## src/hdl/fll_bod_pkg.sv

```systemverilog
// Register map, field positions and timing constants for the loop and brown-out slice
package fll_bod_pkg;
   localparam logic [7:0]  OFS_VALUE      = 8'h28;
   localparam logic [7:0]  OFS_MULT       = 8'h2c;
   localparam logic [7:0]  OFS_SYNC       = 8'h30;
   localparam logic [7:0]  OFS_BOD        = 8'h34;
   localparam logic [7:0]  OFS_LOOPCTL    = 8'h38;
   localparam logic [7:0]  OFS_STATUS     = 8'h3c;
   localparam int          RATIO_DIFFERENCE_LSB       = 16;
   localparam int          COARSE_LSB     = 10;
   localparam int          COARSE_STEP_LIMIT_LSB      = 26;
   localparam int          FINE_STEP_LIMIT_LSB      = 16;
   localparam int          SYNC_REQ_BIT   = 7;
   localparam int          LEVEL_LSB      = 16;
   localparam int          PSEL_LSB       = 12;
   localparam int          CEN_BIT        = 9;
   localparam int          MODE_BIT       = 8;
   localparam int          STDBY_BIT      = 6;
   localparam int          ACTION_LSB     = 3;
   localparam int          THRESHOLD_HYSTERESIS_BIT       = 2;
   localparam int          ENABLE_BIT     = 1;
   localparam int          LOOP_MODE_BIT  = 2;
   localparam logic [31:0] MULT_RESET     = 32'h0000_0000;
   localparam logic [31:0] VALUE_RESET    = 32'h0000_0000;
   localparam logic [9:0]  FINE_MID       = 10'h200;
   localparam logic [1:0]  ACT_NONE       = 2'h0;
   localparam logic [1:0]  ACT_RESET      = 2'h1;
   localparam logic [1:0]  ACT_IRQ        = 2'h2;
   localparam logic [1:0]  RESP_OKAY      = 2'h0;
   localparam logic [1:0]  RESP_SLVERR    = 2'h2;
   localparam int          CLK_HZ         = 200_000_000;
   localparam int          LP_CLK_HZ      = 1_000;
   localparam int          LP_TICK_CYC    = CLK_HZ / LP_CLK_HZ;
   localparam int          REFRESH_CYC    = 4;
   localparam int          CEN_SYNC_CYC   = 2;
   typedef enum logic [1:0] {
      SC_OFF      = 2'b00,
      SC_STARTING = 2'b01,
      SC_RUN      = 2'b10,
      SC_STOPPING = 2'b11
   } sclk_state_t;
endpackage : fll_bod_pkg

```

## src/hdl/fll_bod_regs.sv

```systemverilog
// AXI4-Lite register slice for the frequency-locked loop values and supply brown-out detector
//
// Local design decision: register access over AXI4-Lite.
`timescale 1ns/1ps
// Operation
// RULE1 - Closed loop reports ideal minus measured count
// RULE2 - Coarse and fine writable only open loop
// RULE3 - Coarse step limit bounds coarse correction
// RULE4 - Fine step limit bounds fine correction
// RULE5 - Multiply factor sets output/reference ratio
// RULE6 - Multiply write clears locks, centres fine
// RULE7 - Refresh request updates value, raises ready
// RULE8 - Level field selects brown-out threshold
// RULE9 - Software changes level only while disabled; the code also takes level writes while enabled
// RULE10 - Prescaler divides 1 kHz by 2^(n+1)
// RULE11 - Sample clock bit reads running or stopping
// RULE12 - Mode bit: continuous or periodic sampling
// RULE13 - Standby bit keeps detector running asleep
// RULE14 - Action: none, reset, interrupt, reserved
// RULE15 - Hysteresis bit widens threshold comparison
// RULE16 - Level and action load from user row
// RULE17 - Enable and hysteresis load from user row
// RULE18 - Reserved bits read zero, written zero
// RULE19 - Loop mode bit selects open or closed
// RULE20 - Sampling compares once per sample period
module fll_bod_regs
   import fll_bod_pkg::*;
#(
   parameter int TICK_CYC = LP_TICK_CYC   // aclk cycles per 1 kHz low-power tick
) (
   input  wire logic        aclk,            // 200 MHz clock
   input  wire logic        aresetn,         // synchronous reset, active low
   input  wire logic [7:0]  s_axi_awaddr,    // write address
   input  wire logic        s_axi_awvalid,   // write address valid
   output logic             s_axi_awready,   // write address ready
   input  wire logic [31:0] s_axi_wdata,     // write data
   input  wire logic [3:0]  s_axi_wstrb,     // write byte strobes
   input  wire logic        s_axi_wvalid,    // write data valid
   output logic             s_axi_wready,    // write data ready
   output logic [1:0]       s_axi_bresp,     // write response
   output logic             s_axi_bvalid,    // write response valid
   input  wire logic        s_axi_bready,    // write response ready
   input  wire logic [7:0]  s_axi_araddr,    // read address
   input  wire logic        s_axi_arvalid,   // read address valid
   output logic             s_axi_arready,   // read address ready
   output logic [31:0]      s_axi_rdata,     // read data
   output logic [1:0]       s_axi_rresp,     // read response
   output logic             s_axi_rvalid,    // read data valid
   input  wire logic        s_axi_rready,    // read data ready
   input  wire logic        row_load,        // user row valid, pulse after reset
   input  wire logic [5:0]  row_level,       // user row threshold level
   input  wire logic [1:0]  row_action,      // user row action
   input  wire logic        row_threshold_hysteresis,        // user row hysteresis
   input  wire logic        row_enable,      // user row enable
   input  wire logic [15:0] loop_ratio_difference_in,    // analog loop ideal minus counted
   input  wire logic [5:0]  loop_coarse_in,  // analog loop live coarse value
   input  wire logic [9:0]  loop_fine_in,    // analog loop live fine value
   input  wire logic        standby,         // standby sleep active
   input  wire logic        supply_low,      // comparator: supply below level
   input  wire logic        supply_low_threshold_hysteresis, // comparator with hysteresis band
   output logic             loop_closed,     // loop in closed-loop operation
   output logic [5:0]       coarse_out,      // coarse calibration to oscillator
   output logic [9:0]       fine_out,        // fine calibration to oscillator
   output logic [5:0]       coarse_step_limit, // max coarse step per correction
   output logic [9:0]       fine_step_limit, // max fine step per correction
   output logic [15:0]      multiply_factor, // target frequency ratio
   output logic             lock_clear,      // drop all locks, one-cycle pulse
   output logic             loop_ready_flag, // refreshed value valid
   output logic [5:0]       bod_level,       // threshold level to comparator
   output logic             bod_threshold_hysteresis_en,     // hysteresis on comparator
   output logic             bod_active,      // detector powered
   output logic             bod_reset,       // brown-out reset request, level
   output logic             bod_irq          // brown-out interrupt, one-cycle pulse
);
   import fll_bod_pkg::*;

   logic [31:0] mult_r;
   logic [15:0] ratio_difference_r;
   logic [5:0]  coarse_r;
   logic [9:0]  fine_r;
   logic        loop_mode_r;
   logic        ready_r;
   logic [2:0]  refresh_cnt_r;
   logic [5:0]  level_r;
   logic [3:0]  psel_r;
   logic        cen_r;
   logic        smode_r;
   logic        stdby_r;
   logic [1:0]  action_r;
   logic        threshold_hysteresis_r;
   logic        enable_r;
   sclk_state_t sc_state_r;
   logic [1:0]  sc_cnt_r;
   logic [31:0] tick_cnt_r;
   logic [15:0] pre_cnt_r;
   logic        low_r;
   logic        aw_held_r, w_held_r;
   logic [7:0]  awaddr_r;
   logic [31:0] wdata_r;
   logic [3:0]  wstrb_r;
   logic [31:0] rdata_r;

   // Write channel capture: address and data accepted in either order
   assign s_axi_awready = !aw_held_r && !s_axi_bvalid;
   assign s_axi_wready  = !w_held_r && !s_axi_bvalid;
   wire        aw_fire = s_axi_awvalid && s_axi_awready;
   wire        w_fire  = s_axi_wvalid && s_axi_wready;
   wire        aw_have = aw_held_r || aw_fire;
   wire        w_have  = w_held_r || w_fire;
   wire        wr_do   = aw_have && w_have;
   wire [7:0]  wa      = aw_held_r ? awaddr_r : s_axi_awaddr;
   wire [31:0] wd      = w_held_r ? wdata_r : s_axi_wdata;
   wire [3:0]  ws      = w_held_r ? wstrb_r : s_axi_wstrb;
   wire [31:0] wmask   = {{8{ws[3]}}, {8{ws[2]}}, {8{ws[1]}}, {8{ws[0]}}};

   wire wr_value = wr_do && wa == OFS_VALUE;
   wire wr_mult  = wr_do && wa == OFS_MULT;
   wire wr_sync  = wr_do && wa == OFS_SYNC;
   wire wr_bod   = wr_do && wa == OFS_BOD;
   wire wr_lctl  = wr_do && wa == OFS_LOOPCTL;
   wire wr_ok    = wr_value || wr_mult || wr_sync || wr_bod || wr_lctl;

   wire [31:0] mult_nxt  = (mult_r & ~wmask) | (wd & wmask);
   wire        mul_touch = wr_mult && (ws[0] || ws[1]); // RULE6
   // Byte lanes of the value and control registers
   wire [31:0] val_cur   = {ratio_difference_r, coarse_r, fine_r};
   wire [31:0] val_nxt   = (val_cur & ~wmask) | (wd & wmask);
   wire [31:0] bod_cur   = {10'h000, level_r, psel_r, 2'b00, cen_r, smode_r,
                            1'b0, stdby_r, 1'b0, action_r, threshold_hysteresis_r, enable_r, 1'b0};
   wire [31:0] bod_nxt   = (bod_cur & ~wmask) | (wd & wmask);
   wire        req_wr    = wr_sync && ws[0] && wd[SYNC_REQ_BIT]; // RULE7

   // Register writes, refresh and mode
   always_ff @(posedge aclk) begin
      if (!aresetn) begin
         mult_r        <= MULT_RESET;
         ratio_difference_r        <= VALUE_RESET[31:16];
         coarse_r      <= VALUE_RESET[15:10];
         fine_r        <= VALUE_RESET[9:0];
         loop_mode_r   <= 1'b0;
         ready_r       <= 1'b1;
         refresh_cnt_r <= 3'h0;
         lock_clear    <= 1'b0;
      end else begin
         lock_clear <= mul_touch; // RULE6
         if (wr_mult)
            mult_r <= mult_nxt; // RULE3 RULE4 RULE5
         if (wr_lctl && ws[0])
            loop_mode_r <= wd[LOOP_MODE_BIT]; // RULE19
         if (wr_value && !loop_mode_r) begin
            coarse_r <= val_nxt[15:10]; // RULE2
            fine_r   <= val_nxt[9:0];
         end
         if (mul_touch)
            fine_r <= FINE_MID; // RULE6
         // Refresh takes a few cycles, standing in for the loop-domain sync
         if (req_wr && loop_mode_r) begin
            ready_r       <= 1'b0;
            refresh_cnt_r <= 3'(REFRESH_CYC);
         end else if (refresh_cnt_r != 3'h0) begin
            refresh_cnt_r <= refresh_cnt_r - 3'h1;
            if (refresh_cnt_r == 3'h1) begin
               ratio_difference_r   <= loop_ratio_difference_in; // RULE1
               coarse_r <= loop_coarse_in;
               if (!mul_touch)
                  fine_r <= loop_fine_in;
               ready_r  <= 1'b1; // RULE7
            end
         end
      end
   end

   // Brown-out control fields; a user row load wins over a bus write in the same cycle
   always_ff @(posedge aclk) begin
      if (!aresetn) begin
         level_r  <= 6'h00;
         psel_r   <= 4'h0;
         cen_r    <= 1'b0;
         smode_r  <= 1'b0;
         stdby_r  <= 1'b0;
         action_r <= ACT_NONE;
         threshold_hysteresis_r   <= 1'b0;
         enable_r <= 1'b0;
      end else if (row_load) begin
         level_r  <= row_level; // RULE16
         action_r <= row_action;
         threshold_hysteresis_r   <= row_threshold_hysteresis; // RULE17
         enable_r <= row_enable;
      end else if (wr_bod) begin
         level_r  <= bod_nxt[LEVEL_LSB +: 6]; // RULE8
         psel_r   <= bod_nxt[PSEL_LSB +: 4]; // RULE10
         cen_r    <= bod_nxt[CEN_BIT]; // RULE11
         smode_r  <= bod_nxt[MODE_BIT]; // RULE12
         stdby_r  <= bod_nxt[STDBY_BIT]; // RULE13
         action_r <= bod_nxt[ACTION_LSB +: 2]; // RULE14
         threshold_hysteresis_r   <= bod_nxt[THRESHOLD_HYSTERESIS_BIT]; // RULE15
         enable_r <= bod_nxt[ENABLE_BIT];
      end
   end

   // Sampling clock start/stop: status lags the control bit by a short sync
   always_ff @(posedge aclk) begin
      if (!aresetn) begin
         sc_state_r <= SC_OFF;
         sc_cnt_r   <= 2'h0;
      end else begin
         case (sc_state_r)
            SC_OFF: if (cen_r) begin
               sc_state_r <= SC_STARTING;
               sc_cnt_r   <= 2'(CEN_SYNC_CYC);
            end
            SC_STARTING: if (!cen_r) begin
               sc_state_r <= SC_OFF;
            end else if (sc_cnt_r == 2'h1) begin
               sc_state_r <= SC_RUN;
            end else begin
               sc_cnt_r <= sc_cnt_r - 2'h1;
            end
            SC_RUN: if (!cen_r) begin
               sc_state_r <= SC_STOPPING;
               sc_cnt_r   <= 2'(CEN_SYNC_CYC);
            end
            SC_STOPPING: if (sc_cnt_r == 2'h1) begin
               sc_state_r <= SC_OFF;
            end else begin
               sc_cnt_r <= sc_cnt_r - 2'h1;
            end
            default: sc_state_r <= SC_OFF;
         endcase
      end
   end
   wire cen_status = sc_state_r == SC_RUN || sc_state_r == SC_STOPPING; // RULE11
   wire sclk_run   = sc_state_r == SC_RUN;

   // 1 kHz tick enable and prescaler; divide by 2^(psel+1)
   wire        lp_tick   = tick_cnt_r == 32'(TICK_CYC - 1);
   wire [15:0] pre_mask  = 16'((32'h2 << psel_r) - 32'h1); // RULE10
   wire        samp_tick = sclk_run && lp_tick && ((pre_cnt_r & pre_mask) == pre_mask);
   always_ff @(posedge aclk) begin
      if (!aresetn) begin
         tick_cnt_r <= 32'h0;
         pre_cnt_r  <= 16'h0;
      end else begin
         tick_cnt_r <= lp_tick ? 32'h0 : tick_cnt_r + 32'h1;
         if (!sclk_run)
            pre_cnt_r <= 16'h0;
         else if (lp_tick)
            pre_cnt_r <= pre_cnt_r + 16'h1;
      end
   end

   // Detector: continuous compare, or one compare per sample period
   assign bod_active = enable_r && (!standby || stdby_r); // RULE13
   wire   cmp_low    = threshold_hysteresis_r ? supply_low_threshold_hysteresis : supply_low; // RULE15
   wire   do_compare = bod_active && (!smode_r || samp_tick); // RULE12 RULE20
   always_ff @(posedge aclk) begin
      if (!aresetn) begin
         low_r   <= 1'b0;
         bod_irq <= 1'b0;
      end else begin
         bod_irq <= 1'b0;
         if (!bod_active) begin
            low_r <= 1'b0;
         end else if (do_compare) begin
            low_r <= cmp_low;
            if (cmp_low && !low_r && action_r == ACT_IRQ)
               bod_irq <= 1'b1; // RULE14
         end
      end
   end
   // Reserved action code behaves as no action
   assign bod_reset = low_r && action_r == ACT_RESET; // RULE14

   assign loop_closed       = loop_mode_r;
   assign coarse_out        = coarse_r;
   assign fine_out          = fine_r;
   assign coarse_step_limit = mult_r[COARSE_STEP_LIMIT_LSB +: 6]; // RULE3
   assign fine_step_limit   = mult_r[FINE_STEP_LIMIT_LSB +: 10]; // RULE4
   assign multiply_factor   = mult_r[15:0]; // RULE5
   assign loop_ready_flag   = ready_r; // RULE7
   assign bod_level         = level_r;
   assign bod_threshold_hysteresis_en       = threshold_hysteresis_r;

   // Read decode; reserved bits come back as zero
   wire [31:0] val_rd  = {loop_mode_r ? ratio_difference_r : 16'h0000, coarse_r, fine_r}; // RULE1
   wire [31:0] bod_rd  = {bod_cur[31:10], cen_status, bod_cur[8:0]}; // RULE18
   wire        rd_map  = s_axi_araddr == OFS_VALUE || s_axi_araddr == OFS_MULT ||
                         s_axi_araddr == OFS_SYNC || s_axi_araddr == OFS_BOD ||
                         s_axi_araddr == OFS_LOOPCTL || s_axi_araddr == OFS_STATUS;
   wire [31:0] rd_mux  =
      s_axi_araddr == OFS_VALUE   ? val_rd :
      s_axi_araddr == OFS_MULT    ? mult_r :
      s_axi_araddr == OFS_BOD     ? bod_rd :
      s_axi_araddr == OFS_LOOPCTL ? {29'h0, loop_mode_r, 2'b00} :
      s_axi_araddr == OFS_STATUS  ? {30'h0, low_r, ready_r} :
      32'h0000_0000; // RULE18
   assign s_axi_arready = !s_axi_rvalid;
   assign s_axi_rdata   = rdata_r;

   // Bus handshake state
   always_ff @(posedge aclk) begin
      if (!aresetn) begin
         aw_held_r    <= 1'b0;
         w_held_r     <= 1'b0;
         awaddr_r     <= 8'h00;
         wdata_r      <= 32'h0;
         wstrb_r      <= 4'h0;
         s_axi_bvalid <= 1'b0;
         s_axi_bresp  <= RESP_OKAY;
         s_axi_rvalid <= 1'b0;
         s_axi_rresp  <= RESP_OKAY;
         rdata_r      <= 32'h0;
      end else begin
         if (wr_do) begin
            aw_held_r    <= 1'b0;
            w_held_r     <= 1'b0;
            s_axi_bvalid <= 1'b1;
            s_axi_bresp  <= wr_ok ? RESP_OKAY : RESP_SLVERR;
         end else begin
            if (aw_fire) begin
               aw_held_r <= 1'b1;
               awaddr_r  <= s_axi_awaddr;
            end
            if (w_fire) begin
               w_held_r <= 1'b1;
               wdata_r  <= s_axi_wdata;
               wstrb_r  <= s_axi_wstrb;
            end
            if (s_axi_bvalid && s_axi_bready)
               s_axi_bvalid <= 1'b0;
         end
         if (s_axi_arvalid && s_axi_arready) begin
            s_axi_rvalid <= 1'b1;
            rdata_r      <= rd_mux;
            s_axi_rresp  <= rd_map ? RESP_OKAY : RESP_SLVERR;
         end else if (s_axi_rvalid && s_axi_rready) begin
            s_axi_rvalid <= 1'b0;
         end
      end
   end
endmodule : fll_bod_regs

```

## config.mk

```make
export PLATFORM = sky130hd
export DESIGN_NAME = fll_bod_regs
export DESIGN_NICKNAME = d
export VERILOG_FILES = /design/src/hdl/fll_bod_pkg.sv /design/src/hdl/fll_bod_regs.sv
export SDC_FILE = /design/constraint.sdc
export NUM_CORES = 1
export LEC_CHECK = 0
export CAP_MARGIN = 15
export CORE_UTILIZATION = 45
export DETAILED_ROUTE_END_ITERATION = 12
export DONT_BUFFER_PORTS = 1
export GPL_ROUTABILITY_DRIVEN = 0
export PLACE_DENSITY_LB_ADDON = 0.05
export SYNTH_ARGS = -nofsm -noshare
export SYNTH_HDL_FRONTEND = slang
export SYNTH_SLANG_ARGS = --single-unit
```

## constraint.sdc

```tcl
create_clock -name aclk -period 3.6 [get_ports aclk]
set_input_delay 0.54 -clock aclk [delete_from_list [all_inputs] [get_ports aclk]]
set_output_delay 0.54 -clock aclk [all_outputs]
set_load 0.05 [all_outputs]
```

* Word-level counts from Yosys, hierarchy flattened
Cells that the tools add are included.
Word-level totals: register bits 225, logic and storage cells 197, bits of input ports 105, output and inout port bits 102
Cells by class: shift operators 1, reduce and logical (&&, ||, !) cells 69, muxes and demuxes 51, add/sub/neg operators 5, bitwise operators 13, eq/ne operators 25
Operator list (count):
- $mux W32 | 3
- $eq A8 B6 Y1 const B | 11
- $and A32 B32 Y32 | 2
- $mux W10 | 6
- $mux W6 | 6
- $add A32 B1 Y32 const B | 1
- $and A16 B16 Y16 | 2
- $eq A32 B18 Y1 const B | 1
- $not A32 Y32 | 1
- $or A32 B32 Y32 | 1
- $mux W2 | 14
- $logic_and A1 B1 Y1 | 26
- $and A22 B22 Y22 | 1
- $mux W22 | 1
- $or A22 B22 Y22 | 1
- $add A16 B1 Y16 const B | 1
- $eq A16 B16 Y1 | 1
- $mux W16 | 1
- $or A16 B16 Y16 | 1
- $pmux W2 S4 | 2
- $shl A2 B4 Y16 const A | 1
- $sub A16 B1 Y16 const B | 1
- $logic_or A1 B1 Y1 | 15
- $mux W1 | 13
- other kinds (19) | 51

* Logic depth before layout (Yosys ltp)
Gate-level depths: netlist (run 1).
word-level depth 13, gate-level depth with buffers 11, mapped depth without buffers 9

* Least setup slack after synthesis (run 1)
Ideal clock, no wire load.
path type input -> register, from input port s_axi_awaddr[7], to register fine_r[9], in the netlist fine_out[9], path slack 975 ps, data arrival time 2488 ps, setup time 136 ps, stages on the path 6, cells stage by stage or4b_1 -> a222oi_1 -> nand4_2 -> mux2_2 -> mux2i_1 -> a21oi_1
On the way: word-level cells in the longest chain between the ends 10
Ends and longest elaborated chain:
- from (decl) | RTL line fll_bod_regs.sv:33 | input wire logic [7:0] s_axi_awaddr,
- $mux W8 * | RTL line fll_bod_regs.sv:111 | wire [7:0] wa = aw_held_r ? awaddr_r : s_axi_awaddr;
- $eq A8 B6 Y1 | RTL line fll_bod_regs.sv:116 | wire wr_value = wr_do && wa == OFS_VALUE;
- $logic_and A1 B1 Y1 | RTL line fll_bod_regs.sv:116
- $logic_and A1 B1 Y1 | RTL line fll_bod_regs.sv:150 | if (wr_value && !loop_mode_r) begin
- $mux W10 | RTL line fll_bod_regs.sv:150
- $mux W10 | RTL line fll_bod_regs.sv:154 | if (mul_touch)
- $mux W10 | RTL line fll_bod_regs.sv:165 | if (!mul_touch)
- $mux W10 | RTL line fll_bod_regs.sv:162 | if (refresh_cnt_r == 3'h1) begin
- $mux W10 | RTL line fll_bod_regs.sv:160 | end else if (refresh_cnt_r != 3'h0) begin
- $mux W10 * | RTL line fll_bod_regs.sv:157 | if (req_wr && loop_mode_r) begin
- to (signal assigned) | RTL line fll_bod_regs.sv:139 | fine_r <= VALUE_RESET[9:0];
- to (signal assigned) | RTL line fll_bod_regs.sv:152 | fine_r <= val_nxt[9:0];
- to (signal assigned) | RTL line fll_bod_regs.sv:166 | fine_r <= loop_fine_in;
- to (decl) | RTL line fll_bod_regs.sv:80 | logic [9:0] fine_r;
Mark *: on every way between the ends. The rest lies on a longest branch, timed or not. A chain may end at the register's enable or synchronous reset.

==> results.sh, run 1 <==
export IMPL_initial_core_util_pct=46.36
export IMPL_rows=53
export IMPL_n_antenna_cell=0
export IMPL_grt_pass1_wl_mm=43.64
export IMPL_setup_viol=0
export IMPL_drt_iter0_drc=449
export IMPL_cts_tree="done"
export IMPL_yosysTopAreaCell="dfxtp_1"
export IMPL_postRouteAntennaNets=0
export IMPL_nFillCells=2068
export IMPL_antenna_found_initial=1
export IMPL_p_leak_nw=4.126
export IMPL_synth_top_area_share_pct=45.23
export IMPL_synth_top_flop_cell="dfxtp_1"
export IMPL_syn_area_sq_um=9869
export IMPL_cts_inserted_buffers=25
export IMPL_via_per_inst=5.786
export IMPL_htreeDepth=1
export IMPL_seq_area_frac_synth_pct=45.23
export IMPL_post_synth_num_cell_types=63
export IMPL_rsz0062_at_grt="no"
export IMPL_dpl_cell_area_sq_um=10040
export IMPL_fin_area_sq_um=10880
export IMPL_fin_crit_sh_pct=81.30
export IMPL_slew_headroom_pct=36.71
export IMPL_final_setup_skew_ns=0.008250
export IMPL_worstPathMaxFanout=11
export IMPL_synth_common_cells="223 x dfxtp_1, 145 x nor2_1, 129 x nand2_1"
export IMPL_fmax_ghz=0.3417
export IMPL_hold_path_class="in -> reg"
export IMPL_synth_area_leaders="dfxtp_1 45%, mux2i_1 7.9%, nor2_1 5.5%"
export IMPL_status="finished clean"
export IMPL_clkSinkCount=223
export IMPL_hold_path_startpoint="aresetn"
export IMPL_start_kind="flip-flop"
export IMPL_crit_family="compound AO/OA/AOI/OAI gates"
export IMPL_crit_chain="or4_1 > ha_1 > xor2_1 > o2bb2ai_1 > a311oi_1 > o211ai_1 > o41ai_1 > mux2i_1"
export IMPL_die_area_sq_um=22530
export IMPL_yosysWarnings=0
export IMPL_hold_violations=0
export IMPL_end_kind="flip-flop"
export IMPL_path_clk_slew_ns=0.06
export IMPL_fin_crit_ns=2.927
export IMPL_core_sq_um=21290
export IMPL_wire_per_inst_microns=20.60
export IMPL_die_w_microns=150.1
export IMPL_fin_tns_setup_ns=0
export IMPL_yosysMostFrequentCell="dfxtp_1"
export IMPL_syn_avg_cell_area_sq_um=8.788
export IMPL_drc_errors=0
export IMPL_crit_buf_inv=0
export IMPL_slowest_stage="o41ai_1"
export IMPL_hpwl_mm=19.66
export IMPL_power_switching_mw=1.728
export IMPL_nets=1205
export IMPL_ctsLongestPathBuffers=3
export IMPL_tightest_slew_ns=0.9494
export IMPL_cts_root_buf="clkbuf_16"
export IMPL_p_clk_share_pct=41.8
export IMPL_die_h_microns=150.1
export IMPL_post_cts_buffers=0
export IMPL_firstDrtPassIters=7
export IMPL_cp_slowest_stage_delay_ns=0.66
export IMPL_critPathRequiredTime_ns=4.05
export IMPL_area_delta_synth_final_pct=10.21
export IMPL_seqPwrFrac_pct=48.1
export IMPL_postCtsHoldBufs=0
export IMPL_synth_seq_cells=223
export IMPL_crit_type="reg -> reg"
export IMPL_synth_edff_count=0
export IMPL_ir_worst_vdd_uv=427.7
export IMPL_drive_gt1_share_pct=8.813
export IMPL_grt_use_total_pct=24.97
export IMPL_swShare_pct=28.36
export IMPL_grt_overflow=0
export IMPL_drv_cap=0
export IMPL_ios=207
export IMPL_powerDensity_nw_per_um2=560.1
export IMPL_grt_pass1_vias=7435
export IMPL_io_buffers=0
export IMPL_clk_insertion_delay_late_ns=0.53
export IMPL_p_int_mw=4.364
export IMPL_drv_slew=0
export IMPL_combPwrFrac_pct=10.2
export IMPL_fin_hold_ws_ns=0.09650
export IMPL_vias=8025
export IMPL_syn_inst=1123
export IMPL_post_cts_resized=0
export IMPL_async_reset_ff_share_pct=0
export IMPL_routed_wl_mm=28.58
export IMPL_r2r_slack_ns=0.67
export IMPL_grt_max_degree=76
export IMPL_critPathArrivalTime_ns=3.38
==> metal layers <==
| metal | wire, microns | global-route usage [%] | vias up |
|---|---|---|---|
| met4 | 467 | 4.747 | 2 |
| met1 | 12570 | 32.74 | 3813 |
| li1 | - | - | 3923 |
| met3 | 2678 | 7.758 | 29 |
| met5 | 13 | 0 | - |
| met2 | 12840 | 40.44 | 258 |
==> cell usage in the layout, fill, tap and decap left out, types with 20 or more instances in the layout <==
cell type	count
a211oi_1	20
a21oi_1	75
a221oi_1	30
clkbuf_16	25
dfxtp_1	222
inv_1	24
mux2_2	20
mux2i_1	78
nand2_1	129
nand3_1	38
nand4_1	26
nor2_1	144
o21ai_0	36
xor2_1	36
==> logic make-up (layout without fill, tap and decap cells) <==
| group | after synthesis | in the layout | share of synthesized area, % |
|---|---|---|---|
| DFF | 223 | 223 | 45.23 |
| other | 1 | 2 | 0.03800 |
| AOI/OAI and AO/OA | 215 | 215 | 14.31 |
| and+or+nand+nor | 430 | 430 | 20.73 |
| xor gates and xnor gates | 48 | 48 | 4.260 |
| muxes | 98 | 98 | 10.19 |
| buffers and inverters | 101 | 89 | 4.348 |
| adders and majority gates | 7 | 7 | 0.8874 |
==> metrics by stage <==
step / cells / power, mW / setup slack, ns / utilization (%)
final: 1387 / 6.092 / 0.6733 / 51.10
after global placement: 1341 / 3.596 / 0.4959 / 47.19
after global routing: 1387 / 6.329 / 0.4470 / 51.10
after CTS: 1387 / 6.150 / 0.6718 / 51.10
after floorplan: 1124 / 3.446 / 0.9755 / -
after detailed placement: 1341 / 3.602 / 0.4417 / 47.19
==> cell type report <==
class | count | area (sq um) | area share, %
multi-input cells | 800 | 4991 | 45.89
flip-flops and latches | 223 | 4466 | 41.06
clock inverters | 10 | 85.08 | 0.7822
well taps | 275 | 344.1 | 3.163
clock buffers | 36 | 747.0 | 6.868
repair buffers | 18 | 147.6 | 1.357
inverters | 25 | 96.34 | 0.8858
==> worst reg2reg max path, cell delays in order (launching register included) <==
cell	delay, ns
dfxtp_1	0.41
or4_1	0.59
ha_1	0.33
xor2_1	0.17
o2bb2ai_1	0.07
a311oi_1	0.24
o211ai_1	0.12
o41ai_1	0.66
mux2i_1	0.26
==> power by group through the flow <==
stage               combinational, mW  clock [mW]  sequential [mW]
CTS                             0.623        2.60             2.93
global placement                0.614           0             2.98
global route                    0.683        2.70             2.95
floorplan                       0.509           0             2.94
finish                          0.620        2.54             2.93
detailed placement              0.621           0             2.98
==> worst paths after layout <==
path                endpoint  cells after the start
max reg2reg            low_r                      8
min reg2reg       wdata_r[0]                      2
max                    low_r                      8
min          loop_ready_flag                      1
(Power assumes the default switching activity.)
==> run 2: changes to the inputs <==
==> constraint.sdc (replaced) <==
create_clock -name aclk -period 2.5 [get_ports aclk]
set_input_delay 0.375 -clock aclk [delete_from_list [all_inputs] [get_ports aclk]]
set_output_delay 0.375 -clock aclk [all_outputs]
set_load 0.05 [all_outputs]
==> run 2 against run 1 <==
  * Via count increased by 4.2%
  * Global-route usage increased by 0.46 points
  * First-iteration DRC count up 4.5%
  * Critical path depth rose by 1
  * Final cell count is 6.4% higher
  * Worst hold slack got worse by 0.086 ns
  * Design area is 9.2% higher
  * Sequential share of layout area down 3.5 points
  * Wire length is 1.9% higher
  * Largest cell class unchanged
==> results.sh, run 2 (same netlist as run 1, synthesis figures left out) <==
export IMPL_status="finished clean"
export IMPL_hpwl_mm=20.30
export IMPL_die_h_microns=150.1
export IMPL_slew_headroom_pct=52.38
export IMPL_crit_chain="or4_4 > ha_4 > xor2_1 > o2bb2ai_1 > a311oi_1 > o211ai_1 > o41ai_2 > buf_4 > mux2i_1"
export IMPL_die_w_microns=150.1
export IMPL_final_setup_skew_ns=0.008699
export IMPL_nFillCells=1970
export IMPL_ir_worst_vdd_uv=601.2
export IMPL_cts_root_buf="clkbuf_16"
export IMPL_grt_pass1_vias=7661
export IMPL_fin_crit_sh_pct=99.15
export IMPL_htreeDepth=1
export IMPL_fmax_ghz=0.4034
export IMPL_area_delta_synth_final_pct=20.40
export IMPL_die_area_sq_um=22530
export IMPL_dp_worst_setup_slack_ns=-0.07041
export IMPL_post_route_util_pct=55.82
export IMPL_ctsLongestPathBuffers=3
export IMPL_routed_wl_mm=29.12
export IMPL_critPathArrivalTime_ns=2.92
export IMPL_wire_per_inst_microns=19.73
export IMPL_end_kind="flip-flop"
export IMPL_drive_gt1_share_pct=12.25
export IMPL_placed_cells_incl_taps=1375
export IMPL_hold_path_class="in -> reg"
export IMPL_layout_cells_non_filler=1476
export IMPL_drc_errors=0
export IMPL_drv_cap=0
export IMPL_p_total_mw=9.148
export IMPL_worstPathMaxFanout=2
export IMPL_cts_tree="done"
export IMPL_slowest_stage="or4_4"
export IMPL_grt_use_total_pct=25.43
export IMPL_rows=53
export IMPL_rsz0062_at_grt="yes"
export IMPL_layout_common_cells="222 x dfxtp_1, 144 x nor2_1, 126 x nand2_1, 77 x mux2i_1, 75 x a21oi_1"
export IMPL_worst_slack_ns=0.02124
export IMPL_ios=207
export IMPL_fin_tns_setup_ns=0
export IMPL_fin_crit_ns=2.479
export IMPL_via_per_inst=5.665
export IMPL_clkSinkCount=223
export IMPL_cp_slowest_stage_delay_ns=0.55
export IMPL_grt_pass1_wl_mm=44.78
export IMPL_hold_violations=0
export IMPL_postRouteAntennaNets=0
export IMPL_io_buffers=0
export IMPL_critPathRequiredTime_ns=2.94
export IMPL_drv_slew=0
export IMPL_start_kind="flip-flop"
export IMPL_setup_viol=0
export IMPL_p_leak_nw=4.577
export IMPL_cts_inserted_buffers=25
export IMPL_core_sq_um=21290
export IMPL_grt_overflow=0
export IMPL_grt_max_degree=64
export IMPL_final_common_cell="dfxtp_1"
export IMPL_vias=8361
export IMPL_path_clk_slew_ns=0.06
export IMPL_firstDrtPassIters=5
export IMPL_clk_insertion_delay_late_ns=0.51
export IMPL_drt_iter0_drc=469
export IMPL_antenna_found_initial=1
export IMPL_initial_core_util_pct=46.36
export IMPL_tightest_slew_ns=0.7133
export IMPL_powerDensity_nw_per_um2=769.9
export IMPL_nets=1294
export IMPL_crit_type="reg -> reg"
## run 2: critical path, delay by kind of cell, from the launching register on
kind,cells,cell delay (ns)
AND/OR/NAND/NOR,1,0.55
multiplexers,1,0.16
AO/OA/AOI/OAI,4,0.90
XOR/XNOR,1,0.12
buffers and inverters,1,0.19
flip-flops,1,0.31
adder cells (fa/ha/maj),1,0.18
## run 2: timing repair
| item | 4_1_cts | 5_1_grt |
|---|---|---|
| endpoints found under the hold margin | 57 | 0 |
| endpoints found under the setup margin | 3 | 52 |
| hold buffers | 54 | 0 |
| cloned | 0 | 0 |
| gates resized for setup | 4 | 20 |
| pin swaps | 5 | 5 |
| buffers inserted | 1 | 0 |
## run 2: final timing paths
check / startpoint / to / slack (ns) / cells after the start
worst max-delay path: flip-flop / low_r / 0.02 / 9
worst min-delay path: loop_ratio_difference_in[10] / ratio_difference_r[10] / 0.01 / 2
worst max register to register: flip-flop / low_r / 0.02 / 9
worst min register to register: wdata_r[23] / wdata_r[23] / 0.45 / 2
## run 2: cell type report
class	instances	area, sq um	area share, %
tap	275	344.1	2.896
antenna	1	2.502	0.02106
sequential	223	4466	37.58
multi-input combinational	800	5082	42.77
timing repair buffer	107	1017	8.561
inverter	25	96.34	0.8108
clock buffer	34	719.4	6.055
clock inverter	11	155.1	1.306
## run 2: through the flow
stage	hold WS [ns]	instance area, sq um
after floorplan	0.4329	9881
after global placement	0.4394	10370
after detailed placement	0.4439	10370
after CTS	0.0004081	11810
after global routing	0.0003343	11880
final	0.01076	11880
## run 2: per-layer routing
layer  routed length (microns)  GRT usage, %
met3                      2651         6.970
met4                       611         6.919
met2                     12490         37.45
met1                     13370         36.21
met5                         0             0
## run 2: power by group
| group | internal [mW] | switching [mW] | leakage, nW |
|---|---|---|---|
| sequential | 3.75 | 0.439 | 1.81 |
| clock | 2.42 | 1.47 | 0.439 |
| combinational | 0.460 | 0.612 | 2.33 |
| total | 6.63 | 2.52 | 4.58 |
